`src/core/cmbc_consts.svh`:
```
// offsets, field positions, limits and codes of the mode/buffer control
`ifndef CMBC_CONSTS_SVH
`define CMBC_CONSTS_SVH

`define CMBC_OFS_CTRL1   8'h00
`define CMBC_OFS_CTRL2   8'h04
`define CMBC_OFS_VEC     8'h08
`define CMBC_OFS_FCTRL   8'h0C

`define CMBC_BIT_STOPIDL 13
`define CMBC_BIT_ABORT   12
`define CMBC_BIT_CLKSEL  11
`define CMBC_POS_REQ     8
`define CMBC_POS_CUR     5
`define CMBC_BIT_CAP     3
`define CMBC_BIT_WIN     0
`define CMBC_POS_HIT     8
`define CMBC_POS_DMA_BUFFER_COUNT   13

`define CMBC_MODE_NORMAL 3'h0
`define CMBC_MODE_DIS    3'h1
`define CMBC_MODE_LOOP   3'h2
`define CMBC_MODE_LISTEN 3'h3
`define CMBC_MODE_CFG    3'h4
`define CMBC_MODE_RES5   3'h5
`define CMBC_MODE_RES6   3'h6
`define CMBC_MODE_LALL   3'h7

`define CMBC_IDLE_BITS   4'hB
`define CMBC_DATA_COMPARE_COUNT_MAX   5'h11
`define CMBC_DMA_BUFFER_COUNT_RES   3'h7
`define CMBC_MAX_DLC     4'h8

`define CMBC_IC_NONE     7'h40
`define CMBC_IC_ERR      7'h41
`define CMBC_IC_WAKE     7'h42
`define CMBC_IC_OVF      7'h43
`define CMBC_IC_FIFO     7'h44

`define CMBC_WAKE_LEN    8'h08

`endif

```
`src/core/cmbc_pkg.sv`:
```
// state types of the mode and buffer control block
package cmbc_pkg;

  typedef struct packed {
    logic       rx_s1;
    logic       rx_s2;
    logic [3:0] idle_cnt;
    logic       stop_idle;
    logic       abort;
    logic       clk_dbl;
    logic [2:0] req;
    logic [2:0] cur;
    logic       cap_en;
    logic       map_window_select;
    logic [4:0] data_compare_count;
    logic [4:0] hit;
    logic [6:0] interrupt_code;
    logic [2:0] dma_buffer_count;
    logic [5:0] fifo_start_buffer;
    logic       ack;
    logic [15:0] rdat;
    logic       halt;
    logic       cap_evt;
    logic       rtr_req;
    logic [3:0] rx_len;
    logic       wake_evt;
  } cmbc_ctrl_st_type;

  typedef struct packed {
    logic [7:0] cnt;
    logic       fired;
    logic       wake;
  } cmbc_wake_st_type;

endpackage

```
`src/core/cmbc_wake_if.sv`:
```
// link between the control block and its wake-up low-pass filter
`timescale 1ns/100ps
`default_nettype none
interface cmbc_wake_if;
  logic rx_level;
  logic arm;
  logic wake;
  modport ctrl (output rx_level, output arm, input wake);
  modport filt (input rx_level, input arm, output wake);
endinterface
`default_nettype wire

```
`src/core/cmbc_wake_filter.sv`:
```
// wake-up detector: dominant level must persist before it counts as activity
`timescale 1ns/100ps
`default_nettype none
`include "cmbc_consts.svh"
module cmbc_wake_filter
  import cmbc_pkg::*;
#(
  parameter logic [7:0] WAKE_LEN = `CMBC_WAKE_LEN
) (
  input  wire logic  i_clk,
  input  wire logic  i_rst,
  cmbc_wake_if.filt  wk
);

  cmbc_wake_st_type st_r;
  cmbc_wake_st_type st_nxt;

  // short glitches restart the count, so only a held dominant level wakes
  always_comb begin
    st_nxt = st_r;
    st_nxt.wake = 1'b0;
    if (!wk.arm || wk.rx_level) begin
      st_nxt.cnt = 8'h00;
      st_nxt.fired = 1'b0;
    end else if (!st_r.fired) begin
      if (st_r.cnt == WAKE_LEN - 8'h01) begin
        st_nxt.wake = 1'b1;
        st_nxt.fired = 1'b1;
      end else begin
        st_nxt.cnt = st_r.cnt + 8'h01;
      end
    end
  end

  always_ff @(posedge i_clk or posedge i_rst) begin
    if (i_rst) begin
      st_r <= '0;
    end else begin
      st_r <= st_nxt;
    end
  end

  assign wk.wake = st_r.wake;
endmodule
`default_nettype wire

```
`src/core/cmbc_ctrl.sv`:
```
// mode, abort, clocking and buffer control registers of the CAN controller
`timescale 1ns/100ps
`default_nettype none
`include "cmbc_consts.svh"
module cmbc_ctrl
  import cmbc_pkg::*;
#(
  parameter int         NUM_TX   = 8,
  parameter int         NUM_IRQB = 16,
  parameter logic [7:0] WAKE_LEN = `CMBC_WAKE_LEN
) (
  input  wire logic                i_clk,
  input  wire logic                i_rst,
  input  wire logic                i_wb_cyc,
  input  wire logic                i_wb_stb,
  input  wire logic                i_wb_we,
  input  wire logic [7:0]          i_wb_adr,
  input  wire logic [31:0]         i_wb_dat,
  input  wire logic [3:0]          i_wb_sel,
  output logic [31:0]              o_wb_dat,
  output logic                     o_wb_ack,
  input  wire logic                i_can_rx,
  input  wire logic                i_bit_tick,
  input  wire logic                i_cpu_idle,
  input  wire logic [NUM_TX-1:0]   i_tx_pending,
  input  wire logic                i_rx_msg_done,
  input  wire logic                i_msg_ok,
  input  wire logic                i_rx_rtr,
  input  wire logic [3:0]          i_rx_dlc,
  input  wire logic                i_hit_valid,
  input  wire logic [3:0]          i_hit_num,
  input  wire logic [NUM_IRQB-1:0] i_buf_irq,
  input  wire logic                i_err_irq,
  input  wire logic                i_wake_irq,
  input  wire logic                i_ovf_irq,
  input  wire logic                i_fifo_irq,
  output logic [2:0]               o_current_mode,
  output logic                     o_halt,
  output logic                     o_abort_all,
  output logic                     o_clk_double,
  output logic                     o_capture_evt,
  output logic                     o_window_filter,
  output logic [4:0]               o_compare_bits,
  output logic [5:0]               o_buffer_count,
  output logic [5:0]               o_fifo_start,
  output logic                     o_rtr_reply,
  output logic [3:0]               o_rx_len,
  output logic                     o_wake_evt
);

  cmbc_ctrl_st_type st_r;
  cmbc_ctrl_st_type st_nxt;
  cmbc_wake_if      wk ();

  function automatic logic mode_reserved(input logic [2:0] m);
    return (m == `CMBC_MODE_RES5) || (m == `CMBC_MODE_RES6);
  endfunction

  // fixed priority: special sources first, then lowest buffer number
  function automatic logic [6:0] interrupt_code_of(
    input logic                e,
    input logic                w,
    input logic                o,
    input logic                f,
    input logic [NUM_IRQB-1:0] b
  );
    logic [6:0] c;
    c = `CMBC_IC_NONE;
    if (e) begin
      c = `CMBC_IC_ERR;
    end else if (w) begin
      c = `CMBC_IC_WAKE;
    end else if (o) begin
      c = `CMBC_IC_OVF;
    end else if (f) begin
      c = `CMBC_IC_FIFO;
    end else begin
      for (int i = NUM_IRQB - 1; i >= 0; i--) begin
        if (b[i]) begin
          c = 7'(i);
        end
      end
    end
    return c;
  endfunction

  function automatic logic [5:0] buf_count_of(input logic [2:0] code);
    logic [5:0] n;
    unique case (code)
      3'h0: n = 6'h04;
      3'h1: n = 6'h06;
      3'h2: n = 6'h08;
      3'h3: n = 6'h0C;
      3'h4: n = 6'h10;
      3'h5: n = 6'h18;
      3'h6: n = 6'h20;
      3'h7: n = 6'h20;
    endcase
    return n;
  endfunction

  logic        bus_idle;
  logic        wb_req;
  logic        wr_lo;
  logic        wr_hi;
  logic [15:0] wd;
  logic [15:0] rd;
  logic        mapped;

  assign bus_idle = (st_r.idle_cnt == `CMBC_IDLE_BITS);
  assign wb_req   = i_wb_cyc && i_wb_stb;
  // a write takes effect on the edge where the master sees ack
  assign wr_lo    = wb_req && i_wb_we && st_r.ack && i_wb_sel[0];
  assign wr_hi    = wb_req && i_wb_we && st_r.ack && i_wb_sel[1];
  assign wd       = i_wb_dat[15:0];

  always_comb begin
    mapped = 1'b1;
    rd = 16'h0000;
    unique case (i_wb_adr)
      `CMBC_OFS_CTRL1: begin
        rd[`CMBC_BIT_STOPIDL] = st_r.stop_idle;
        rd[`CMBC_BIT_ABORT] = st_r.abort;
        rd[`CMBC_BIT_CLKSEL] = st_r.clk_dbl;
        rd[`CMBC_POS_REQ +: 3] = st_r.req;
        rd[`CMBC_POS_CUR +: 3] = st_r.cur;
        rd[`CMBC_BIT_CAP] = st_r.cap_en;
        rd[`CMBC_BIT_WIN] = st_r.map_window_select;
      end
      `CMBC_OFS_CTRL2: rd[4:0] = st_r.data_compare_count;
      `CMBC_OFS_VEC: begin
        rd[`CMBC_POS_HIT +: 5] = st_r.hit;
        rd[6:0] = st_r.interrupt_code;
      end
      `CMBC_OFS_FCTRL: begin
        rd[`CMBC_POS_DMA_BUFFER_COUNT +: 3] = st_r.dma_buffer_count;
        rd[5:0] = st_r.fifo_start_buffer;
      end
      default: mapped = 1'b0;
    endcase
  end

  always_comb begin
    st_nxt = st_r;
    st_nxt.rx_s1 = i_can_rx;
    st_nxt.rx_s2 = st_r.rx_s1;

    // recessive-bit run length, saturating at the idle threshold
    if (!st_r.rx_s2) begin
      st_nxt.idle_cnt = 4'h0;
    end else if (i_bit_tick && !bus_idle) begin
      st_nxt.idle_cnt = st_r.idle_cnt + 4'h1;
    end

    // wishbone classic: ack one cycle after request, dropped next cycle
    st_nxt.ack = wb_req && !st_r.ack;
    if (wb_req && !st_r.ack) begin
      st_nxt.rdat = mapped ? rd : 16'h0000;
    end

    if (wr_hi && mapped) begin
      if (i_wb_adr == `CMBC_OFS_CTRL1) begin
        st_nxt.stop_idle = wd[`CMBC_BIT_STOPIDL];
        st_nxt.clk_dbl = wd[`CMBC_BIT_CLKSEL];
        st_nxt.req = wd[`CMBC_POS_REQ +: 3];
      end
      if (i_wb_adr == `CMBC_OFS_FCTRL &&
          wd[`CMBC_POS_DMA_BUFFER_COUNT +: 3] != `CMBC_DMA_BUFFER_COUNT_RES) begin
        st_nxt.dma_buffer_count = wd[`CMBC_POS_DMA_BUFFER_COUNT +: 3];
      end
    end
    if (wr_lo && mapped) begin
      if (i_wb_adr == `CMBC_OFS_CTRL1) begin
        st_nxt.cap_en = wd[`CMBC_BIT_CAP];
        st_nxt.map_window_select = wd[`CMBC_BIT_WIN];
      end
      if (i_wb_adr == `CMBC_OFS_CTRL2) begin
        st_nxt.data_compare_count = wd[4:0];
      end
      if (i_wb_adr == `CMBC_OFS_FCTRL) begin
        st_nxt.fifo_start_buffer = wd[5:0];
      end
    end

    // hardware clear once nothing is pending; a software set wins
    if (st_r.abort && i_tx_pending == '0) begin
      st_nxt.abort = 1'b0;
    end
    if (wr_hi && i_wb_adr == `CMBC_OFS_CTRL1 && wd[`CMBC_BIT_ABORT]) begin
      st_nxt.abort = 1'b1;
    end

    // mode switch waits for bus idle, reserved codes never take effect
    if (st_r.req != st_r.cur && !mode_reserved(st_r.req) && bus_idle) begin
      st_nxt.cur = st_r.req;
    end

    st_nxt.halt = st_r.stop_idle && i_cpu_idle;

    st_nxt.cap_evt = st_r.cap_en && i_rx_msg_done;

    // only frames that passed the error check may report a filter hit
    if (i_hit_valid && i_msg_ok) begin
      st_nxt.hit = {1'b0, i_hit_num};
    end

    st_nxt.interrupt_code = interrupt_code_of(i_err_irq, i_wake_irq, i_ovf_irq,
                            i_fifo_irq, i_buf_irq);

    // listen and configuration modes must never drive the bus
    st_nxt.rtr_req = i_rx_msg_done && i_msg_ok && i_rx_rtr &&
                     (st_r.cur == `CMBC_MODE_NORMAL ||
                      st_r.cur == `CMBC_MODE_LOOP);

    if (i_rx_msg_done) begin
      st_nxt.rx_len = (i_rx_dlc > `CMBC_MAX_DLC) ? `CMBC_MAX_DLC
                                                 : i_rx_dlc;
    end

    st_nxt.wake_evt = wk.wake;
  end

  always_ff @(posedge i_clk or posedge i_rst) begin
    if (i_rst) begin
      st_r <= '0;
      st_r.rx_s1 <= 1'b1;
      st_r.rx_s2 <= 1'b1;
      st_r.req <= `CMBC_MODE_CFG;
      st_r.cur <= `CMBC_MODE_CFG;
      st_r.interrupt_code <= `CMBC_IC_NONE;
    end else begin
      st_r <= st_nxt;
    end
  end

  // count and start fields feed the buffer logic as registered levels
  logic [4:0] cmp_bits_r;
  logic [5:0] buf_cnt_r;

  always_ff @(posedge i_clk or posedge i_rst) begin
    if (i_rst) begin
      cmp_bits_r <= 5'h00;
      buf_cnt_r <= 6'h04;
    end else begin
      cmp_bits_r <= (st_nxt.data_compare_count > `CMBC_DATA_COMPARE_COUNT_MAX) ? 5'h00
                                                     : st_nxt.data_compare_count;
      buf_cnt_r <= buf_count_of(st_nxt.dma_buffer_count);
    end
  end

  assign wk.rx_level = st_r.rx_s2;
  // the filter only listens while the controller sleeps in disable mode
  assign wk.arm = (st_r.cur == `CMBC_MODE_DIS);

  cmbc_wake_filter #(
    .WAKE_LEN (WAKE_LEN)
  ) u_wake (
    .i_clk (i_clk),
    .i_rst (i_rst),
    .wk    (wk)
  );

  assign o_wb_dat        = {16'h0000, st_r.rdat};
  assign o_wb_ack        = st_r.ack;
  assign o_current_mode  = st_r.cur;
  assign o_halt          = st_r.halt;
  assign o_abort_all     = st_r.abort;
  assign o_clk_double    = st_r.clk_dbl;
  assign o_capture_evt   = st_r.cap_evt;
  assign o_window_filter = st_r.map_window_select;
  assign o_compare_bits  = cmp_bits_r;
  assign o_buffer_count  = buf_cnt_r;
  assign o_fifo_start    = st_r.fifo_start_buffer;
  assign o_rtr_reply     = st_r.rtr_req;
  assign o_rx_len        = st_r.rx_len;
  assign o_wake_evt      = st_r.wake_evt;
endmodule
`default_nettype wire

```
`config.mk`:
```
export PLATFORM = sky130hd
export DESIGN_NAME = cmbc_ctrl
export DESIGN_NICKNAME = d
export VERILOG_FILES = /design/src/core/cmbc_pkg.sv /design/src/core/cmbc_wake_if.sv /design/src/core/cmbc_wake_filter.sv /design/src/core/cmbc_ctrl.sv
export VERILOG_INCLUDE_DIRS = /design/src /design/src/core
export SDC_FILE = /design/constraint.sdc
export NUM_CORES = 1
export LEC_CHECK = 0
export ABC_AREA = 0
export BUFFER_PORTS_ARGS = -buffer_cell sky130_fd_sc_hd__buf_4
export CAP_MARGIN = 20
export CORE_ASPECT_RATIO = 2
export CORE_MARGIN = 2
export CORE_UTILIZATION = 31
export CTS_CLUSTER_DIAMETER = 150
export CTS_CLUSTER_SIZE = 12
export DETAILED_ROUTE_END_ITERATION = 12
export HOLD_SLACK_MARGIN = 0.1
export PLACE_DENSITY = 0.53
export SLEW_MARGIN = 5
export SYNTH_ARGS = -nofsm -noshare
export SYNTH_HDL_FRONTEND = slang
export SYNTH_SLANG_ARGS = --single-unit
```
`constraint.sdc`:
```
create_clock -name i_clk -period 3.66 [get_ports i_clk]
set_clock_uncertainty 0.1 [all_clocks]
set_input_delay 0.549 -clock i_clk [delete_from_list [all_inputs] [get_ports i_clk]]
set_output_delay 0.549 -clock i_clk [all_outputs]
set_load 0.01 [all_outputs]
```
# Word-level counts from Yosys, hierarchy flattened
# Memory sizes are Yosys's and may differ from the RTL's. A register that Yosys moved wholly into a read port is not among the register bits.
# Index checks and enable logic that the tools add are counted.
totals:
  reg_bits: 88
  mem_bits_ro: 40
  mem_count: 1
classes:
  n_addsub: 2
  n_lt_le_gt_ge: 2
  eq_ne: 14
  mux: 47
  reduce_logical: 37
memory_table:
  columns: ["memory", "words", "width", "read_ports", "rd_ports_with_merged_regs", "write_ports", "line_no", "source"]
  rows:
  - ["(name not given)", 8, 5, 1, 1, 0, "cmbc_ctrl.sv:89", "unique case (code)"]
op_table:
  columns: ["cell", "count"]
  rows:
  - ["two-way mux 7 bit", 20]
  - ["logical AND 1 bit", 21]
  - ["== test 8 x 3 -> 1 bit (second input constant)", 2]
  - ["== test 8 x 4 -> 1 bit (second input constant)", 2]
  - ["logical NOT 8 bit", 2]
  - ["two-way mux 16 bit", 1]
  - ["two-way mux 5 bit", 3]
  - ["two-way mux 4 bit", 3]
  - ["two-way mux 10 bit", 1]
  - ["case mux 5 bit (2 select lines)", 1]
  - ["two-way mux 9 bit", 1]
  - ["adder 8 x 1 -> 8 bit (second input constant)", 1]
  - ["two-way mux 8 bit", 1]
  - ["case mux 1 bit (4 select lines)", 2]
  - ["AND reduction 2 bit", 4]
  - ["== test 3 bit (second input constant)", 2]
  - ["two-way mux 3 bit", 2]
  - ["case mux 1 bit (3 select lines)", 2]
  - ["case mux 2 bit (3 select lines)", 1]
  - ["greater-than comparator 5 bit (second input constant)", 1]
  - ["two-way mux 1 bit", 5]
  - ["adder 4 x 1 -> 4 bit (second input constant)", 1]
  - ["== test 4 bit (second input constant)", 1]
  - ["greater-than comparator 4 bit (second input constant)", 1]
  - ["other kinds (13)", 21]

# Depth between registers and ports, before layout
# Gate-level depths: netlist of the first run.
depth:
  depth_word: 20
  ltp_mapped: 5
  depth_no_buf: 5

# Cells and area by module
# A second synthesis of the first run with hierarchy kept.
hier_totals:
  cells_unflattened: 399
  hier_area_um2: 4227.8
modules_own_cells:
  columns: ["module", "instances", "cells_each", "area_per_inst_um2"]
  rows:
  - ["cmbc_ctrl", 1, 346, 3707.3]
  - ["cmbc_wake_filter", 1, 53, 520.5]

# Worst setup path before layout of the first run
# No wires, ideal clock.
synth_timing:
  path_kind: "input port to flip-flop"
  from: "in i_wb_adr[7]"
  to: "reg buf_cnt_r[1] (netlist: o_buffer_count[1])"
  setup_time_ps: 125
  t_arrival_ps: 1919
  t_required_ps: 3435
  setup_slack_ps: 1517
  path_stages: 4
  cell_sequence: "nor4_4 -> nand3_2 -> a311oi_4 -> mux2_2"
synth_via:
  elab_chain_cells: 5
  elab_cells_between_ends: 10
  classes_between: "3 x eq/ne; 3 x mux; 4 x reduce/logical"
synth_rtl:
  columns: ["item", "line_no", "source"]
  rows:
  - ["start, declared", "cmbc_ctrl.sv:17", "input wire logic [7:0] i_wb_adr,"]
  - ["== test 8 x 4 -> 1 bit, or another cell as far along", "cmbc_ctrl.sv:120", "unique case (i_wb_adr)"]
  - ["OR reduction 4 bit (no source line)", null, null]
  - ["two-way mux 1 bit", "cmbc_ctrl.sv:120", null]
  - ["logical AND 1 bit", "cmbc_ctrl.sv:161", "if (wr_hi && mapped) begin"]
  - ["two-way mux 3 bit (*)", "cmbc_ctrl.sv:161", null]
  - ["end, declared", "cmbc_ctrl.sv:238", "logic [5:0] buf_cnt_r;"]
# Every way passes the cells marked *; elsewhere a longest branch is shown, timed or not.
# A chain may end at the register's enable or synchronous reset.

# Worst setup path after layout of the first run
layout_timing:
  from: "in i_wb_adr[7]"
  to: "reg st_r[57] in the netlist's numbering"
layout_via:
  elab_chain_cells: 5
  elab_cells_between_ends: 8
  classes_between: "3 x eq/ne; 1 x mux; 4 x reduce/logical"
layout_rtl:
  columns: ["item", "line_no", "source"]
  rows:
  - ["== test 8 x 4 -> 1 bit, or another cell as far along", "cmbc_ctrl.sv:120", null]
  - ["OR reduction 4 bit (no source line)", null, null]
  - ["two-way mux 1 bit", "cmbc_ctrl.sv:120", null]
  - ["logical AND 1 bit", "cmbc_ctrl.sv:161", null]
  - ["AND reduction 2 bit (no source line) (*)", null, null]
  - ["end signal, assigned", "cmbc_ctrl.sv:232", "st_r <= st_nxt;"]
  - ["end, declared", "cmbc_ctrl.sv:51", "cmbc_ctrl_st_type st_r;"]
# Marks and branches as above.

==> implementation parameters, run 1 <==
Parameter                              Value

Clock network
  Clock-pin slew of the registers on the worst-case setup and hold paths ... 50 ps
  Master cell of the clock root buffer ... clkbuf_16
  Maximum clock insertion buffer count ... 2
  Num CTS Buffers ... 9
  Clock latency on the worst-skew pair ... 340 ps
  Post CTS Setup Buffer Count ... 0
  TritonCTS clock tree ... yes
  CTS HTree Levels ... 3
  Number of sinks handled by clock tree synthesis ... 85

Detailed routing
  # DRC ... 0
  Drt total wl ... 10.1 mm
  Total via count after detailed routing ... 3105
  Number of iterations in the first detailed-routing pass ... 4
  Final ANT Viol Nets ... 0
  DR vias/cell ... 4.81
  Drt first-iter violations ... 99
  Wire per inst ... 15.6 µm

Power and ir drop
  Power per unit of standard cell area ... 385 nW/µm²
  Leakage power ... 2.52 nW
  IR drop worst, VDD ... 0.201 mV
  Final total power ... 2.06 mW

GRT
  Vias in the first global route ... 3244
  Global-route total usage across every layer ... 14.1%
  Leftover overflow at the end of global routing ... 0
  Pin count of the biggest net entering global routing ... 56
  Number of antenna violations at the first check in global routing ... 0
  First-pass GRT wire length ... 16.0 mm

STA
  Slew at the pin closest to its max-slew limit ... 657 ps
  Accumulated negative setup slack ... 0 ps
  Number of endpoints with negative hold slack in the final report ... 0
  Unrepaired setup endpoints after global routing ... no
  Final Slew Violations ... 0
  Number of setup violations in the final report ... 0
  Slew margin rel. ... 56.0%
  Maximum operating frequency ... 0.449 GHz
  Final critical-path required period ... 2230 ps
  Post-Route Hold Slack ... 232 ps
  Final worst-path cycle share ... 60.8%

Worst setup path
  Capturing element type of the critical path ... flip-flop
  CP max-delay cell ... nor2_1
  Setup Crit Path Kind ... in -> reg
  Startpoint kind of the worst setup timing path ... primary input
  Critical path arrival ... 2350 ps
  Largest driver fanout on the critical path ... 6
  CP Buf/Inv Count ... 1
  Cell family contributing the most delay on the critical path ... simple AND/OR/NAND/NOR gates
  Crit-path max cell delay ... 570 ps
  List of cells traversed by the critical path ... buf_4 > nor4_4 > nand3_1 > nor2_1 > mux2_2
  WP data required ... 3780 ps

Synthesis
  Mapped Avg Cell Area ... 10.8 µm²
  Share of flip-flops with an asynchronous set or reset ... 100%
  Yosys reg bits ... 85
  Top cells by area, synth ... dfrtp_1, buf_4, mux2_2, mux2i_1, nand2_1
  Prevailing post-synth register cell ... dfrtp_1
  Synth area leader ... dfrtp_1
  Cell area after technology mapping ... 4220 µm²
  Distinct cell type count after synthesis ... 53
  Part of the Yosys area used for sequential elements ... 50.6%
  Post-Synthesis Cells ... 390
  Number of warnings printed during yosys synthesis ... 0
  Number of synthesized flops with an enable pin ... 0
  Area fraction of the dominant cell type after synthesis ... 46.8%

Run
  Max_cap viols ... 0

Floorplanning
  Total I/O pin count ... 156
  Height of the die ... 169 µm
  Core Rows ... 60
  DIE WIDTH ... 86.5 µm
  Core ar. ... 13400 µm²
  Area of the die ... 14600 µm²
  Starting density of the core ... 31.6%

Min path
  Hold WC Path Type ... in -> reg

Layout
  Number of cells in the finished layout apart from fillers ... 645
  Most common cell after layout, fill and taps aside ... buf_4
  Post-synthesis to final-layout area growth ... 26.5%
  Share of cells above drive strength 1 ... 37.3%
  Leading cell types in the layout, fill and taps excluded ... buf_4, dfrtp_1, nand2_1, mux2_2, nor2_1
  Antenna fix cells ... 0
  Final #Nets ... 579

Placed design
  Final estimated routing congestion in global placement ... 0.759
  Detailed placer's ending HPWL ... 7.80 mm
  DP Cell Count ... 627
  Number of port buffers ... 118

Status
  Status ... completed
-- Yosys cell counts (5+ instances only) --
cell      count
xnor2_1       5
mux2_2       30
a21oi_1       7
nand2_1      43
inv_1        12
buf_4        46
o21ai_0      20
dfstp_2       6
nor4_1        8
mux2i_1      18
nor3_1       10
dfrtp_1      79
and2_1        6
nor2_1       25
clkbuf_1      5
-- worst register-to-register path: stages (launching register included) --
cell and delay, ps:
dfrtp_1 410, ha_1 250, and3b_1 210, a21oi_1 510, a211oi_1 150, a31o_2 240
-- repair_timing --
action / in CTS / in global routing
hold buffers: 0 / 1
resized for setup: 0 / 0
hold endpoints to repair: 0 / 9
-- cell type report --
type	instances	area, µm²
clock buffers	12	246
clock inverters	4	47.5
fillers	1342	8020
inverters	12	46.3
multi-input cells	254	1730
flip-flops and latches	85	2130
well taps	155	194
repair buffers	123	946
-- final timing paths --
kind                                                 start                          to  slack (ps)  cells past startpoint
worst max-delay path                           i_wb_adr[7]        st_r[57]$_DFFE_PP0P_        1430                      5
worst min-delay path                              i_can_rx        st_nxt[66]$_DFF_PP1_         230                      1
worst max register to register  u_wake.st_r[2]$_DFFE_PP0P_  u_wake.st_r[5]$_DFFE_PP0P_        1690                      5
worst min register to register        st_nxt[66]$_DFF_PP1_       wk.rx_level$_DFF_PP1_         250                      0
max in group asynchronous                            i_rst        st_r[58]$_DFFE_PP1P_        2030                      5
min in group asynchronous                            i_rst     o_abort_all$_DFFE_PP0P_         570                      3
-- through the flow --
step | instance area [µm²] | util, % | setup slack [ps]
after floorplan | 4280 | - | 827
after global placement | 5010 | 37.5 | 1040
final | 5340 | 40.0 | 1430
after CTS | 5300 | 39.7 | 1360
after detailed placement | 5010 | 37.5 | 999
after global routing | 5340 | 40.0 | 1310
-- metal layers --
layer | global-route usage [%] | share of wire, % | vias to the layer above
li1 | - | - | 1486
met1 | 15.4 | 36 | 1486
met2 | 25.4 | 56 | 112
met3 | 2.24 | 4.8 | 21
met4 | 7.68 | 3.4 | 0
met5 | 0 | 0 | -
-- cells by family (layout without fill, tap and decap cells) --
group	Yosys count	in the layout	share of synthesized area, %
AOI/OAI and AO/OA	50	50	8.03
xor gates and xnor gates	9	9	1.87
adders and majority gates	2	2	0.593
buffers and inverters	67	151	10.1
DFF	85	85	50.6
muxes	50	50	13.3
other	1	17	0.0889
and+or+nand+nor	126	126	15.4
-- report_power, final --
part / internal, mW / leakage [nW] / switching, mW / total, mW
clock network: 0.545 / 0.143 / 0.355 / 0.900
logic: 0.0902 / 1.26 / 0.0941 / 0.184
registers: 0.959 / 1.12 / 0.0120 / 0.971
total: 1.59 / 2.52 / 0.461 / 2.06
-- flip-flops by register name, indices dropped and copies added (netlist names) --
name / flops
st_r: 26
o_wb_dat: 16
u_wake.st_r: 9
o_fifo_start: 6
o_buffer_count: 5
o_compare_bits: 5
o_rx_len: 4
o_current_mode: 3
o_abort_all: 1
o_capture_evt: 1
o_clk_double: 1
o_halt: 1
o_rtr_reply: 1
o_wake_evt: 1
o_wb_ack: 1
o_window_filter: 1
st_nxt: 1
u_wake.wk.wake: 1
wk.rx_level: 1
Note: power is estimated with default switching activity, not from simulation.
==> inputs of run 2 (changes only) <==
==> constraint.sdc (replaced) <==
create_clock -name i_clk -period 2.2 [get_ports i_clk]
set_clock_uncertainty 0.1 [all_clocks]
set_input_delay 0.33 -clock i_clk [delete_from_list [all_inputs] [get_ports i_clk]]
set_output_delay 0.33 -clock i_clk [all_outputs]
set_load 0.01 [all_outputs]
==> run 2 against run 1 <==
Combinational power is 75% higher. Sequential power is 67% higher. Clock power is 82% higher. Sequential share of layout area is 1.3 points lower. Setup slack worse by 1100 ps. First-iteration DRC count is 7.1% higher. Routed wire length is 2.3% higher.
==> implementation parameters, run 2 (same netlist as run 1, synthesis figures left out) <==
Parameter                              Value

GRT
  Vias in the first global route ... 3406
  Global-route total usage across every layer ... 14.6%
  Number of antenna violations at the first check in global routing ... 0
  Leftover overflow at the end of global routing ... 0
  First-pass GRT wire length ... 16.5 mm
  Pin count of the biggest net entering global routing ... 33

Clock network
  Post-CTS Hold Fix Bufs ... 6
  CTS HTree Levels ... 3
  Maximum clock insertion buffer count ... 2
  Number of sinks handled by clock tree synthesis ... 85
  Clock latency on the worst-skew pair ... 330 ps
  Clock-pin slew of the registers on the worst-case setup and hold paths ... 60 ps
  TritonCTS clock tree ... yes
  Master cell of the clock root buffer ... clkbuf_16
  Num CTS Buffers ... 9
  Post CTS Setup Buffer Count ... 0
  Number of cells upsized or downsized after cts ... 0

Detailed routing
  Drt total wl ... 10.3 mm
  DR vias/cell ... 4.85
  Drt first-iter violations ... 106
  Final ANT Viol Nets ... 0
  Total via count after detailed routing ... 3214
  Number of iterations in the first detailed-routing pass ... 4
  Wire per inst ... 15.5 µm
  # DRC ... 0

Floorplanning
  Area of the die ... 14600 µm²
  Core ar. ... 13400 µm²
  Starting density of the core ... 31.6%
  Height of the die ... 169 µm
  Core Rows ... 60
  DIE WIDTH ... 86.5 µm
  Total I/O pin count ... 156

Layout
  Area of all placed cells without fillers ... 5520 µm²
  Most common cell after layout, fill and taps aside ... buf_4
  Leading cell types in the layout, fill and taps excluded ... buf_4, dfrtp_1, nand2_1, mux2_2, nor2_1
  Final #Nets ... 596
  Share of cells above drive strength 1 ... 38.7%
  Post-route core utilization ... 41.3%
  Largest reg by FF count ... st_r
  Number of filler cells placed in the layout ... 1331
  Number of flip-flops in the largest register ... 26
  Sequential cell area ... 2130 µm²
  Antenna fix cells ... 0
  Post-synthesis to final-layout area growth ... 30.8%
  Multi-input logic area ... 1730 µm²

Worst setup path
  List of cells traversed by the critical path ... ha_1 > and3b_1 > a21oi_1 > buf_4 > mux2i_1 > nor2_1
  Crit-path max cell delay ... 410 ps
  Startpoint of the worst register-to-register path ... u_wake.st_r[2]$_DFFE_PP0P_
  Startpoint kind of the worst setup timing path ... flip-flop
  Capture point of the worst reg-to-reg path ... u_wake.st_r[3]$_DFFE_PP0P_
  Reg2reg setup slack ... 360 ps
  WP data required ... 2310 ps
  CP Buf/Inv Count ... 1
  Cell family contributing the most delay on the critical path ... flip-flops
  Worst r2r path cells ... 6
  Critical path arrival ... 1950 ps
  Capturing element type of the critical path ... flip-flop
  Largest driver fanout on the critical path ... 5
  CP max-delay cell ... dfrtp_1
  Setup Crit Path Kind ... reg -> reg

STA
  Unrepaired setup endpoints after global routing ... no
  Slew at the pin closest to its max-slew limit ... 599 ps
  Final worst-path cycle share ... 83.7%
  Number of endpoints with negative hold slack in the final report ... 0
  Accumulated negative setup slack ... 0 ps
  Slew margin rel. ... 60.0%
  Maximum operating frequency ... 0.543 GHz
  Final Slew Violations ... 0
  Final critical-path required period ... 1840 ps
  Number of setup violations in the final report ... 0

Placed design
  Final estimated routing congestion in global placement ... 0.749
  Placed Area ... 5130 µm²
  Number of port buffers ... 118
  Detailed placer's ending HPWL ... 8.25 mm

Min path
  Launch point of the worst hold path ... i_rx_dlc[0]
  Count of cells along the worst hold path ... 3
  Hold WC Path Type ... in -> reg
  Hold EP ... o_rx_len[0]$_DFFE_PP0P_

Run
  Max_cap viols ... 0

Power and ir drop
  Power per unit of standard cell area ... 649 nW/µm²
  Leakage power ... 2.62 nW
  IR drop worst, VDD ... 0.340 mV

Status
  Status ... completed
==> run 2: cell type report <==
class / instances / area share [%]
flip-flops and latches: 85 / 38.7
multi-input cells: 254 / 31.3
repair buffers: 140 / 19.8
clock buffers: 12 / 4.65
well taps: 155 / 3.51
clock inverters: 4 / 1.27
inverters: 12 / 0.884
==> run 2: worst max path at each step <==
| stage | slack, ps | to | cells past startpoint | from |
|---|---|---|---|---|
| floorplan | 280 | o_buffer_count[1]$_DFF_PP0_ | 4 | i_wb_adr[7] |
| CTS | 340 | u_wake.st_r[3]$_DFFE_PP0P_ | 6 | u_wake.st_r[2]$_DFFE_PP0P_ |
| finish | 360 | u_wake.st_r[3]$_DFFE_PP0P_ | 6 | u_wake.st_r[2]$_DFFE_PP0P_ |
| detailed placement | 80 | o_buffer_count[1]$_DFF_PP0_ | 5 | i_wb_adr[7] |
| global route | 240 | u_wake.st_r[3]$_DFFE_PP0P_ | 6 | u_wake.st_r[2]$_DFFE_PP0P_ |
| global placement | 80 | o_buffer_count[1]$_DFF_PP0_ | 5 | i_wb_adr[7] |
==> run 2: stage by stage <==
stage / setup WS, ps / hold WS, ps / total power [mW] / instances
after global routing: 245 / 116 / 3.71 / 662
after detailed placement: 78.9 / 245 / 1.96 / 640
after global placement: 79.5 / 238 / 1.96 / 640
after CTS: 336 / 103 / 3.63 / 662
final: 359 / 114 / 3.58 / 662
after floorplan: 276 / 231 / 1.80 / 406
==> run 2: report_power, final <==
group / switching, mW / internal (mW)
Clock: 0.588 / 1.05
Sequential: 0.0219 / 1.60
Combinational: 0.160 / 0.161
==> run 2: tightest hold or removal path, stage by stage <==
cell     delay, ps
buf_4           70
nand2_1         30
o21ai_0         70
==> run 2: per-layer routing <==
layer | wire length (µm) | track usage [%]
met2 | 5770 | 27.5
met4 | 316 | 7.20
met3 | 504 | 2.44
met5 | 0 | 0
met1 | 3700 | 15.0
==> inputs of run 3 (changes only) <==
--- a/config.mk
+++ b/config.mk
@@ -6,7 +6,7 @@
 export SDC_FILE = /design/constraint.sdc
 export NUM_CORES = 1
 export LEC_CHECK = 0
-export ABC_AREA = 0
+export ABC_AREA = 1
 export BUFFER_PORTS_ARGS = -buffer_cell sky130_fd_sc_hd__buf_4
 export CAP_MARGIN = 20
 export CORE_ASPECT_RATIO = 2
@@ -16,7 +16,7 @@
 export CTS_CLUSTER_SIZE = 12
 export DETAILED_ROUTE_END_ITERATION = 12
 export HOLD_SLACK_MARGIN = 0.1
-export PLACE_DENSITY = 0.53
+export PLACE_DENSITY = 0.54
 export SLEW_MARGIN = 5
 export SYNTH_ARGS = -nofsm -noshare
 export SYNTH_HDL_FRONTEND = slang
==> constraint.sdc (replaced) <==
create_clock -name i_clk -period 1.9 [get_ports i_clk]
set_clock_uncertainty 0.1 [all_clocks]
set_input_delay 0.285 -clock i_clk [delete_from_list [all_inputs] [get_ports i_clk]]
set_output_delay 0.285 -clock i_clk [all_outputs]
set_load 0.01 [all_outputs]
==> run 3 against run 2 <==
Setup slack worse by 270 ps. Routed wire length is 5.7% lower. Register-to-register slack worse by 270 ps. First-iteration DRC count is 3.8% lower. Final cell count is 18% higher. Sequential cell count stayed put. Synthesized cell count is 24% higher. Die area is 1.1% lower. Sequential share of layout area is 1.0 points lower. Critical path type unchanged. Critical endpoint is now o_buffer_count[3]$_DFF_PP0_.
==> implementation parameters, run 3 <==
Parameter                              Value

Status
  Status ... completed

STA
  Final worst-path cycle share ... 95.4%
  Final Slew Violations ... 0
  Maximum operating frequency ... 0.552 GHz
  Slew margin rel. ... 50.3%
  Final setup slack of the worst path ... 87.8 ps
  Accumulated negative setup slack ... 0 ps
  Final critical-path required period ... 1810 ps
  Slew at the pin closest to its max-slew limit ... 745 ps
  Number of setup violations in the final report ... 0
  Post-Route Hold Slack ... 105 ps
  Number of endpoints with negative hold slack in the final report ... 0

Detailed routing
  # DRC ... 0
  Wire per inst ... 12.4 µm
  Total via count after detailed routing ... 3470
  Drt first-iter violations ... 102
  Drt total wl ... 9.70 mm
  Final ANT Viol Nets ... 0
  Number of iterations in the first detailed-routing pass ... 4
  DR vias/cell ... 4.45

Worst setup path
  Largest driver fanout on the critical path ... 5
  Crit-path max cell delay ... 440 ps
  CP Buf/Inv Count ... 1
  Crit path top cell by count ... nand2_1
  CP max-delay cell ... or3b_2
  Capturing element type of the critical path ... flip-flop
  Reg2reg setup slack ... 90 ps
  Startpoint kind of the worst setup timing path ... flip-flop
  List of cells traversed by the critical path ... nand2_1 > or3b_2 > inv_1 > nand3_4 > o21ai_4 > nand2_1 > a21boi_1
  Cell family contributing the most delay on the critical path ... simple AND/OR/NAND/NOR gates
  Capture point of the worst reg-to-reg path ... o_buffer_count[3]$_DFF_PP0_
  Setup Crit Path Kind ... reg -> reg
  Startpoint of the worst register-to-register path ... o_wb_ack$_DFF_PP0_
  WP data required ... 2030 ps
  Worst r2r path cells ... 7
  Critical path arrival ... 1940 ps

Layout
  Most common cell after layout, fill and taps aside ... buf_4
  Share of cells above drive strength 1 ... 29.6%
  Area of all placed cells without fillers ... 5670 µm²
  Number of cells in the finished layout apart from fillers ... 780
  Post-synthesis to final-layout area growth ... 36.0%
  Largest reg by FF count ... st_r
  Final #Nets ... 714
  Number of filler cells placed in the layout ... 1318
  Number of flip-flops in the largest register ... 26
  Post-route core utilization ... 42.7%
  Leading cell types in the layout, fill and taps excluded ... buf_4, nand2_1, dfrtp_1, inv_1, nor2_1
  Antenna fix cells ... 0

Synthesis
  Yosys reg bits ... 85
  Number of synthesized flops with an enable pin ... 0
  Mapped Avg Cell Area ... 8.62 µm²
  Part of the Yosys area used for sequential elements ... 51.2%
  Post-Synthesis Cells ... 484
  Top cells by area, synth ... dfrtp_1, nand2_1, buf_4, inv_1, o21ai_0
  Synth area leader ... dfrtp_1
  List of most frequent post-synthesis cells ... nand2_1, dfrtp_1, inv_1
  Number of warnings printed during yosys synthesis ... 0
  Distinct cell type count after synthesis ... 40
  Area fraction of the dominant cell type after synthesis ... 47.4%
  Cell area after technology mapping ... 4170 µm²
  Prevailing post-synth register cell ... dfrtp_1
  Share of flip-flops with an asynchronous set or reset ... 100%
  Library cell with the highest instance count after synthesis ... nand2_1

Placed design
  DP Cell Count ... 750
  Post-Place Setup Slack ... -93.0 ps
  Placed Area ... 5160 µm²
  Final estimated routing congestion in global placement ... 0.749
  Detailed placer's ending HPWL ... 7.37 mm
  Number of port buffers ... 118

GRT
  First-pass GRT wire length ... 15.6 mm
  Global-route total usage across every layer ... 13.7%
  Pin count of the biggest net entering global routing ... 44
  Number of antenna violations at the first check in global routing ... 0
  Vias in the first global route ... 3331
  Leftover overflow at the end of global routing ... 0

Power and ir drop
  Final total power ... 4.22 mW
  Power per unit of standard cell area ... 744 nW/µm²
  IR drop worst, VDD ... 0.428 mV
  Leakage power ... 2.95 nW

Floorplanning
  Total I/O pin count ... 156
  Core Rows ... 60
  Area of the die ... 14500 µm²
  Starting density of the core ... 31.4%
  Core ar. ... 13300 µm²
  DIE WIDTH ... 86.0 µm
  Height of the die ... 168 µm

Clock network
  Master cell of the clock root buffer ... clkbuf_16
  Num CTS Buffers ... 9
  Clock latency on the worst-skew pair ... 340 ps
  TritonCTS clock tree ... yes
  Maximum clock insertion buffer count ... 2
  CTS HTree Levels ... 3
  Number of sinks handled by clock tree synthesis ... 85
  Clock-pin slew of the registers on the worst-case setup and hold paths ... 60 ps
  Post CTS Setup Buffer Count ... 0

Min path
  Hold EP ... st_r[57]$_DFFE_PP0P_
  Launch point of the worst hold path ... i_wb_dat[9]
  Count of cells along the worst hold path ... 3
  Hold WC Path Type ... in -> reg

Run
  Max_cap viols ... 0
-- run 3: final cells by class --
cell class / instances / area (µm²) / share of cell area [%]
Tap cell: 155 / 194 / 3.42
Clock buffer: 9 / 225 / 3.97
Inverter: 75 / 285 / 5.03
Clock inverter: 7 / 114 / 2.01
Multi-Input combinational cell: 291 / 1490 / 26.2
Timing Repair Buffer: 158 / 1230 / 21.7
Sequential cell: 85 / 2130 / 37.6
-- run 3: logic make-up (layout without fill, tap and decap cells) --
kind of cell / count (synthesis) / after routing / share of synthesized area [%]
XOR/XNOR: 1 / 1 / 0.210
other: 1 / 17 / 0.0899
AND/OR/NAND/NOR: 185 / 185 / 19.7
AO/OA/AOI/OAI: 83 / 83 / 11.9
buffers and inverters: 124 / 249 / 15.3
multiplexers: 3 / 3 / 1.08
adder cells (fa/ha/maj): 2 / 2 / 0.600
flip-flops: 85 / 85 / 51.2
-- run 3: how the worst max path moves through the flow --
| stage | startpoint | to | depth (start not counted) |
|---|---|---|---|
| after detailed placement | i_wb_adr[1] | o_compare_bits[0]$_DFF_PP0_ | 11 |
| after global routing | o_wb_ack$_DFF_PP0_ | o_buffer_count[3]$_DFF_PP0_ | 7 |
| after floorplan | i_wb_adr[1] | o_buffer_count[3]$_DFF_PP0_ | 6 |
| after global placement | i_wb_adr[1] | o_compare_bits[0]$_DFF_PP0_ | 11 |
| after CTS | o_wb_ack$_DFF_PP0_ | o_buffer_count[3]$_DFF_PP0_ | 7 |
| final | o_wb_ack$_DFF_PP0_ | o_buffer_count[3]$_DFF_PP0_ | 7 |
-- run 3: metal layers --
metal / vias to the layer above / share of wire [%] / GRT usage [%]
met1: 1585 / 44 / 18.3
met4: 0 / 1.6 / 4.97
li1: 1767 / - / -
met5: - / 0 / 0
met3: 13 / 7.0 / 3.68
met2: 105 / 47 / 21.2
-- run 3: what timing repair did --
item | 4_1_cts | 5_1_grt
hold buffers | 14 | 0
setup endpoints to repair | 0 | 6
endpoints found under the hold margin | 93 | 0
gates resized for setup | 0 | 6
-- run 3: tightest hold or removal path, stage by stage --
cell and delay [ps]:
buf_4 80, nor2_1 30, a21oi_1 100
-- run 3: power breakdown --
part           total [mW]  switching [mW]  internal [mW]  leakage, nW
clock                1.99           0.714           1.28        0.169
combinational       0.361           0.180          0.181         1.70
sequential           1.87          0.0188           1.85         1.08
total                4.22           0.913           3.31         2.95
